===== config.mk =====
export PLATFORM = sky130hd
export DESIGN_NAME = ohci_irq_enable_pair
export DESIGN_NICKNAME = d
export VERILOG_FILES = /design/src/ohci_irq_enable_pair.v
export VERILOG_INCLUDE_DIRS = /design/src
export SDC_FILE = /design/constraint.sdc
export NUM_CORES = 1
export LEC_CHECK = 0
export BUFFER_PORTS_ARGS = -buffer_cell sky130_fd_sc_hd__buf_2
export CORE_MARGIN = 2
export CORE_UTILIZATION = 33
export CTS_CLUSTER_SIZE = 30
export DETAILED_ROUTE_END_ITERATION = 10
export MAX_ROUTING_LAYER = met4
export PLACE_DENSITY = 0.88
export SETUP_SLACK_MARGIN = 0.05
export SYNTH_ARGS = -nofsm -noshare
export SYNTH_HDL_FRONTEND = slang
export SYNTH_SLANG_ARGS = --single-unit
export TNS_END_PERCENT = 100

===== constraint.sdc =====
create_clock -name ref_clk -period 1.5 [get_ports ref_clk]
set_input_delay 0.225 -clock ref_clk [delete_from_list [all_inputs] [get_ports ref_clk]]
set_output_delay 0.225 -clock ref_clk [all_outputs]
set_load 0.02 [all_outputs]

===== src/ohci_irq_defines.vh =====
`ifndef OHCI_IRQ_DEFINES_VH
`define OHCI_IRQ_DEFINES_VH

// ==========================================================
// Register offsets from the base address
`define IRQ_ENABLE_SET_OFS 8'h10
`define IRQ_ENABLE_CLEAR_OFS 8'h14

// ==========================================================
// Field positions
`define MASTER_IRQ_GATE_BIT 31
`define OWNERSHIP_CHANGE_BIT 30
`define ROOT_PORT_CHANGE_BIT 6
`define FRAME_COUNT_WRAP_BIT 5
`define FATAL_FAULT_BIT 4
`define RESUME_DETECT_BIT 3
`define FRAME_BEGIN_BIT 2
`define COMPLETION_POSTED_BIT 1
`define SCHED_OVERRUN_BIT 0

// ==========================================================
// Implemented bits and reset value
`define IRQ_ENABLE_MASK 32'hC000007F
`define IRQ_ENABLE_RESET 32'h00000000

`endif


===== src/ohci_irq_enable_pair.v =====
`timescale 1ns/1ps
// Summary of operation
// - Enable register at 10h; bit 31 gates all
// - Bit 30 enables ownership change; 0 ignored
// - Bit 6 enables root port change; 0 ignored
// - Bit 5 enables frame wrap; 0 ignored
// - Bit 4 enables fatal fault; 0 ignored
// - Bit 3 enables resume detect; 0 ignored
// - Bit 2 enables frame begin; 0 ignored
// - Bit 1 enables completion list posted; 0 ignored
// - Bit 0 enables scheduling overrun; 0 ignored
// - Disable bits align with status and enable bits
// - Disable write of 1 clears enable bit
// - Disable write of 0 leaves bit alone
// - Disable read returns enable register contents
// - One word; reserved bits zero; reset zero
// - After any reset interrupts are disabled
`include "ohci_irq_defines.vh"

module ohci_irq_enable_pair (
    input wire ref_clk,
    input wire rst,
    input wire soft_rst,
    input wire [7:0] reg_addr,
    input wire reg_wr,
    input wire reg_rd,
    input wire [31:0] reg_wdata,
    output reg [31:0] reg_rdata,
    input wire [31:0] irq_event_flags,
    output wire [31:0] irq_enable_view,
    output wire irq_out
);

    // ==========================================================
    // Local constants
    localparam WORD_W = 32;
    localparam ADDR_W = 8;
    localparam EVENT_N = 8;
    localparam [ADDR_W-1:0] SET_OFS = `IRQ_ENABLE_SET_OFS;
    localparam [ADDR_W-1:0] CLEAR_OFS = `IRQ_ENABLE_CLEAR_OFS;
    localparam [WORD_W-1:0] IMPL_MASK = `IRQ_ENABLE_MASK;
    localparam [WORD_W-1:0] RESET_VAL = `IRQ_ENABLE_RESET;
    localparam [WORD_W-1:0] ZERO_WORD = 32'h00000000;
    // Slots of the pending vector
    localparam PEND_OWNERSHIP = 7;
    localparam PEND_ROOT_PORT = 6;
    localparam PEND_FRAME_WRAP = 5;
    localparam PEND_FATAL = 4;
    localparam PEND_RESUME = 3;
    localparam PEND_FRAME_BEGIN = 2;
    localparam PEND_COMPLETION = 1;
    localparam PEND_OVERRUN = 0;

    // ==========================================================
    // Address decode
    wire sel_set;
    wire sel_clear;
    wire wr_set;
    wire wr_clear;

    assign sel_set = (reg_addr == SET_OFS);
    assign sel_clear = (reg_addr == CLEAR_OFS);
    assign wr_set = reg_wr & sel_set;
    assign wr_clear = reg_wr & sel_clear;

    // ==========================================================
    // Write data qualification
    wire [WORD_W-1:0] set_bits;
    wire [WORD_W-1:0] clear_bits;

    // Reserved bits can never be set
    assign set_bits = wr_set ? (reg_wdata & IMPL_MASK) : ZERO_WORD;
    // Same position in both views
    assign clear_bits = wr_clear ? reg_wdata : ZERO_WORD;

    // ==========================================================
    // Enable register, one slice per bit
    reg [WORD_W-1:0] enable_reg;
    wire [WORD_W-1:0] enable_next;

    genvar i;
    generate
        for (i = 0; i < WORD_W; i = i + 1) begin : g_bit
            wire impl_bit;
            wire set_req;
            wire clear_req;
            reg next_bit;

            assign impl_bit = IMPL_MASK[i];
            assign set_req = set_bits[i] & impl_bit;
            assign clear_req = clear_bits[i];

            // Clear wins if set and clear ever meet
            always @* begin
                next_bit = enable_reg[i];
                if (clear_req) begin
                    next_bit = 1'b0;
                end else if (set_req) begin
                    next_bit = 1'b1;
                end else begin
                    next_bit = enable_reg[i] & impl_bit;
                end
            end

            assign enable_next[i] = next_bit;
        end
    endgenerate

    always @(posedge ref_clk) begin
        if (rst || soft_rst) begin
            enable_reg <= RESET_VAL;
        end else begin
            enable_reg <= enable_next;
        end
    end

    assign irq_enable_view = enable_reg;

    // ==========================================================
    // Named enable fields
    wire master_irq_gate;
    wire ownership_change_en;
    wire root_port_change_en;
    wire frame_count_wrap_en;
    wire fatal_fault_en;
    wire resume_detect_en;
    wire frame_begin_en;
    wire completion_list_posted_en;
    wire sched_overrun_en;

    assign master_irq_gate = enable_reg[`MASTER_IRQ_GATE_BIT];
    assign ownership_change_en = enable_reg[`OWNERSHIP_CHANGE_BIT];
    assign root_port_change_en = enable_reg[`ROOT_PORT_CHANGE_BIT];
    assign frame_count_wrap_en = enable_reg[`FRAME_COUNT_WRAP_BIT];
    assign fatal_fault_en = enable_reg[`FATAL_FAULT_BIT];
    assign resume_detect_en = enable_reg[`RESUME_DETECT_BIT];
    assign frame_begin_en = enable_reg[`FRAME_BEGIN_BIT];
    assign completion_list_posted_en = enable_reg[`COMPLETION_POSTED_BIT];
    assign sched_overrun_en = enable_reg[`SCHED_OVERRUN_BIT];

    // ==========================================================
    // Event inputs
    // Flag bit 31 carries no event
    wire ownership_change_event;
    wire root_port_change_event;
    wire frame_count_wrap_event;
    wire fatal_fault_event;
    wire resume_detect_event;
    wire frame_begin_event;
    wire completion_list_posted_event;
    wire sched_overrun_event;

    assign ownership_change_event = irq_event_flags[`OWNERSHIP_CHANGE_BIT];
    assign root_port_change_event = irq_event_flags[`ROOT_PORT_CHANGE_BIT];
    assign frame_count_wrap_event = irq_event_flags[`FRAME_COUNT_WRAP_BIT];
    assign fatal_fault_event = irq_event_flags[`FATAL_FAULT_BIT];
    assign resume_detect_event = irq_event_flags[`RESUME_DETECT_BIT];
    assign frame_begin_event = irq_event_flags[`FRAME_BEGIN_BIT];
    assign completion_list_posted_event = irq_event_flags[`COMPLETION_POSTED_BIT];
    assign sched_overrun_event = irq_event_flags[`SCHED_OVERRUN_BIT];

    // ==========================================================
    // Interrupt output
    wire [EVENT_N-1:0] pending_vec;
    wire any_pending;
    reg irq_level;

    assign pending_vec[PEND_OWNERSHIP] = ownership_change_event & ownership_change_en;
    assign pending_vec[PEND_ROOT_PORT] = root_port_change_event & root_port_change_en;
    assign pending_vec[PEND_FRAME_WRAP] = frame_count_wrap_event & frame_count_wrap_en;
    assign pending_vec[PEND_FATAL] = fatal_fault_event & fatal_fault_en;
    assign pending_vec[PEND_RESUME] = resume_detect_event & resume_detect_en;
    assign pending_vec[PEND_FRAME_BEGIN] = frame_begin_event & frame_begin_en;
    assign pending_vec[PEND_COMPLETION] = completion_list_posted_event & completion_list_posted_en;
    assign pending_vec[PEND_OVERRUN] = sched_overrun_event & sched_overrun_en;
    assign any_pending = |pending_vec;

    // Gate masks every event source
    always @* begin
        irq_level = 1'b0;
        if (master_irq_gate) begin
            if (any_pending) begin
                irq_level = 1'b1;
            end
        end
    end

    assign irq_out = irq_level;

    // ==========================================================
    // Read path
    reg [WORD_W-1:0] rdata_next;

    // Both views return the live enable word
    // Unmapped offsets read zero; idle keeps last word
    always @* begin
        rdata_next = reg_rdata;
        if (reg_rd) begin
            case (reg_addr)
                SET_OFS: begin
                    rdata_next = enable_reg;
                end
                CLEAR_OFS: begin
                    rdata_next = enable_reg;
                end
                default: begin
                    rdata_next = ZERO_WORD;
                end
            endcase
        end
    end

    always @(posedge ref_clk) begin
        if (rst) begin
            reg_rdata <= ZERO_WORD;
        end else begin
            reg_rdata <= rdata_next;
        end
    end

endmodule


==> impl_results.md <==
- Status: completed
- Setup TNS: 0 ns
- Root Buffer: clkbuf_4
- Tot Pwr: roughly 0.00091 W
- Post-CTS Hold Buffers: 0
- Layout Nets: 263
- Post-synthesis cell count: 135
- Sequential fraction of the synthesis area: a little over 30%
- Detail Route Antenna Nets: 0
- Worst setup SP type: flip-flop
- Die width: about 64 µm
- Layout Cells excl Fill: 230
- Tcrit/Tclk final: 92.0%
- Mean Syn Cell Area: 8.79 µm²
- Synth Area in XOR/XNOR: 0%
- Hold path cells: 3
- Largest family of logic cells by synthesized area: buffers and inverters
- Worst path top cell family by delay: flip-flops
- Residual DRC: 0
- Synth cell types: 20
- Max VDD drop: 0.311 mV
- DRT Pass-1 Iters: 4
- Final Max Tran Viols: 0
- WP buf/inv: 1
- # fillers: 360
- Fin crit period: 1.38 ns
- Placed insts: 227
- Post-Route Utilization: 40.2%
- Unrepaired setup endpoints after global routing: yes
- Maximum clock rate: 724 MHz
- Clock Path Buffers: 2
- Via Count: 996
- Share of layout cells above drive strength 1: 37.0%
- Initial Util: 35.0%
- Final Skew: 0.00264 ns
- Vias per std cell: 4.33
- RePlAce Congestion: approximately 0.84
- Hold crit path type: in -> reg
- Core region area: 3390 µm²
- Sink Count: 18
- P_leak: 0.694 nW
- Compound-Gate Fraction of Synth Area: approximately 7.1%
- Number of buffers created by CTS: 3
- Largest net degree at the start of global routing: 19
- Cells on worst reg2reg path: 2
- Seq cells post-synth: 18
- CTS tree: yes
- Cell Chain, Critical Path: a22oi_2, a41oi_1, buf_2
- Mux cell area share after synthesis: 7.59%
- Maxcap violations: 0
- Ys Warns: 0
- CP Class: reg -> out
- DRT iter0 DRCs: 24
- DR WL/cell: 11.2 µm
- Power per Cell Area: 666 nW/µm²
- # rows: 21
- Final setup vio count: 0
- Die area: 4090 µm²
- Global-route wire length before repair: 4090 µm
- Antenna violations before repair: 0
- HPWL Detailed: 2060 µm
- Max stage delay on crit path: 0.35 ns
- Critical Path RT: between 1 and 1.5 ns
- Worst-Skew Late Latency: 0.29 ns
- WP depth: 3
- Number of port buffers: 48
- Slowest CP cell: dfxtp_2
- Area Growth Syn to Fin: 15.0%
- Post-Synth Simple-Gate Area: 22.9%
- Global route total overflow: 0
- Mapped Area: about 1200 µm²
- Worst-path clk slew: 0.10 ns
- Final Hold Fails: 0
- Number of global-route vias before repair: 821
- Crit. End Element: primary output
- N_diodes: 0
- H-tree levels: 1
- Worst-path fanout max: 4
- Critical Path AT: 1.16 ns
- Total track usage: 13.1%
- Boundary pin count: roughly 140
- DRT Wirelength: 2570 µm
- Post-Synth Adder-Cell Area: 0%
- Die H: 64.0 µm
==> path summary, 6_finish.rpt <==
check,end,start,slack (ns)
worst min-delay path,irq_enable_view[2],reg_wdata[2],0.19
worst min register to register,reg_rdata[4],reg_rdata[4],0.47
worst max register to register,reg_rdata[31],irq_enable_view[31],0.78
worst max-delay path,irq_out,irq_enable_view[2],0.12
==> per-layer routing <==
metal	track usage [%]	part of all wire, %
met5	-	0
met3	4.23	12
met4	2.45	0.70
met2	21.1	47
met1	16.3	41
==> cells by family after synthesis <==
kind of cell	count (synthesis)
buf+inv	52
simple gates	41
flops	18
compound gates	14
mux	9
other cells	1
==> registers in the layout (all words and copies together) (netlist names) <==
| register | cells |
|---|---|
| irq_enable_view | 9 |
| reg_rdata | 9 |
==> cells in the final DEF (no fill, tap or decap) <==
cell,n
buf_12,1
a22oi_2,2
clkbuf_4,3
nor3_2,1
nand4_1,9
mux2i_1,9
nand2_1,9
nor2_1,1
nor4b_4,2
dfxtp_2,7
a41oi_1,1
buf_2,48
buf_4,3
nand3_4,1
a22oi_1,2
inv_1,1
or3_1,1
nand2b_1,9
a21oi_1,9
conb_1,46
nand3_1,8
dfxtp_1,11
==> stage by stage <==
| stage | hold slack, ns | worst slack, ns | instance area [µm²] |
|---|---|---|---|
| after floorplan | 0.372 | 0.229 | 1360 |
| after detailed placement | 0.457 | 0.275 | 1320 |
| after global placement | 0.452 | 0.300 | 1320 |
| after CTS | 0.175 | 0.0571 | 1360 |
| final | 0.187 | 0.120 | 1360 |
| after global routing | 0.175 | 0.0228 | 1360 |
==> worst reg2reg max path, delay by kind of cell (launching register included) <==
kind | cells | cell delay (ns)
compound gates | 1 | 0.16
flops | 1 | 0.40
simple gates | 1 | 0.10
==> where the power goes <==
group | switching, W | internal (W) | total, W
clock | 0.000147 | 0.0000934 | 0.000240
sequential | 0.000000132 | 0.000477 | 0.000478
combinational | 0.000147 | 0.0000441 | 0.000191
total | 0.000294 | 0.000615 | 0.000908
==> what timing repair did <==
item | 4_1_cts | 5_1_grt
endpoints found under the setup margin | 1 | 1
cloned | 0 | 0
resized for setup | 4 | 5
endpoints found under the hold margin | 0 | 0
setup buffers | 0 | 0
==> cell type report <==
| type | count | area, µm² | share of cell area (%) |
|---|---|---|---|
| repair buffers | 52 | 283 | 20.7 |
| clock buffers | 3 | 22.5 | 1.65 |
| inverters | 1 | 3.75 | 0.275 |
| well taps | 46 | 57.6 | 4.22 |
| flip-flops and latches | 18 | 369 | 27.1 |
| multi-input cells | 110 | 628 | 46.1 |
==> Yosys cell counts <==
library cell,number,area [µm²]
a21oi_1,9,45.0
a22oi_1,4,30.0
a41oi_1,1,8.76
buf_2,1,5.00
buf_4,46,345
buf_6,1,11.3
clkbuf_1,3,11.3
conb_1,1,3.75
dfxtp_1,18,360
inv_1,1,3.75
mux2i_1,9,90.1
nand2_1,9,33.8
nand2b_1,9,56.3
nand3_1,8,40.0
nand3_4,1,17.5
nand4_1,9,56.3
nor2_1,1,3.75
nor3_2,1,10.0
nor4b_4,2,47.6
or3_1,1,6.26
Note: power is estimated with default switching activity, not from simulation.
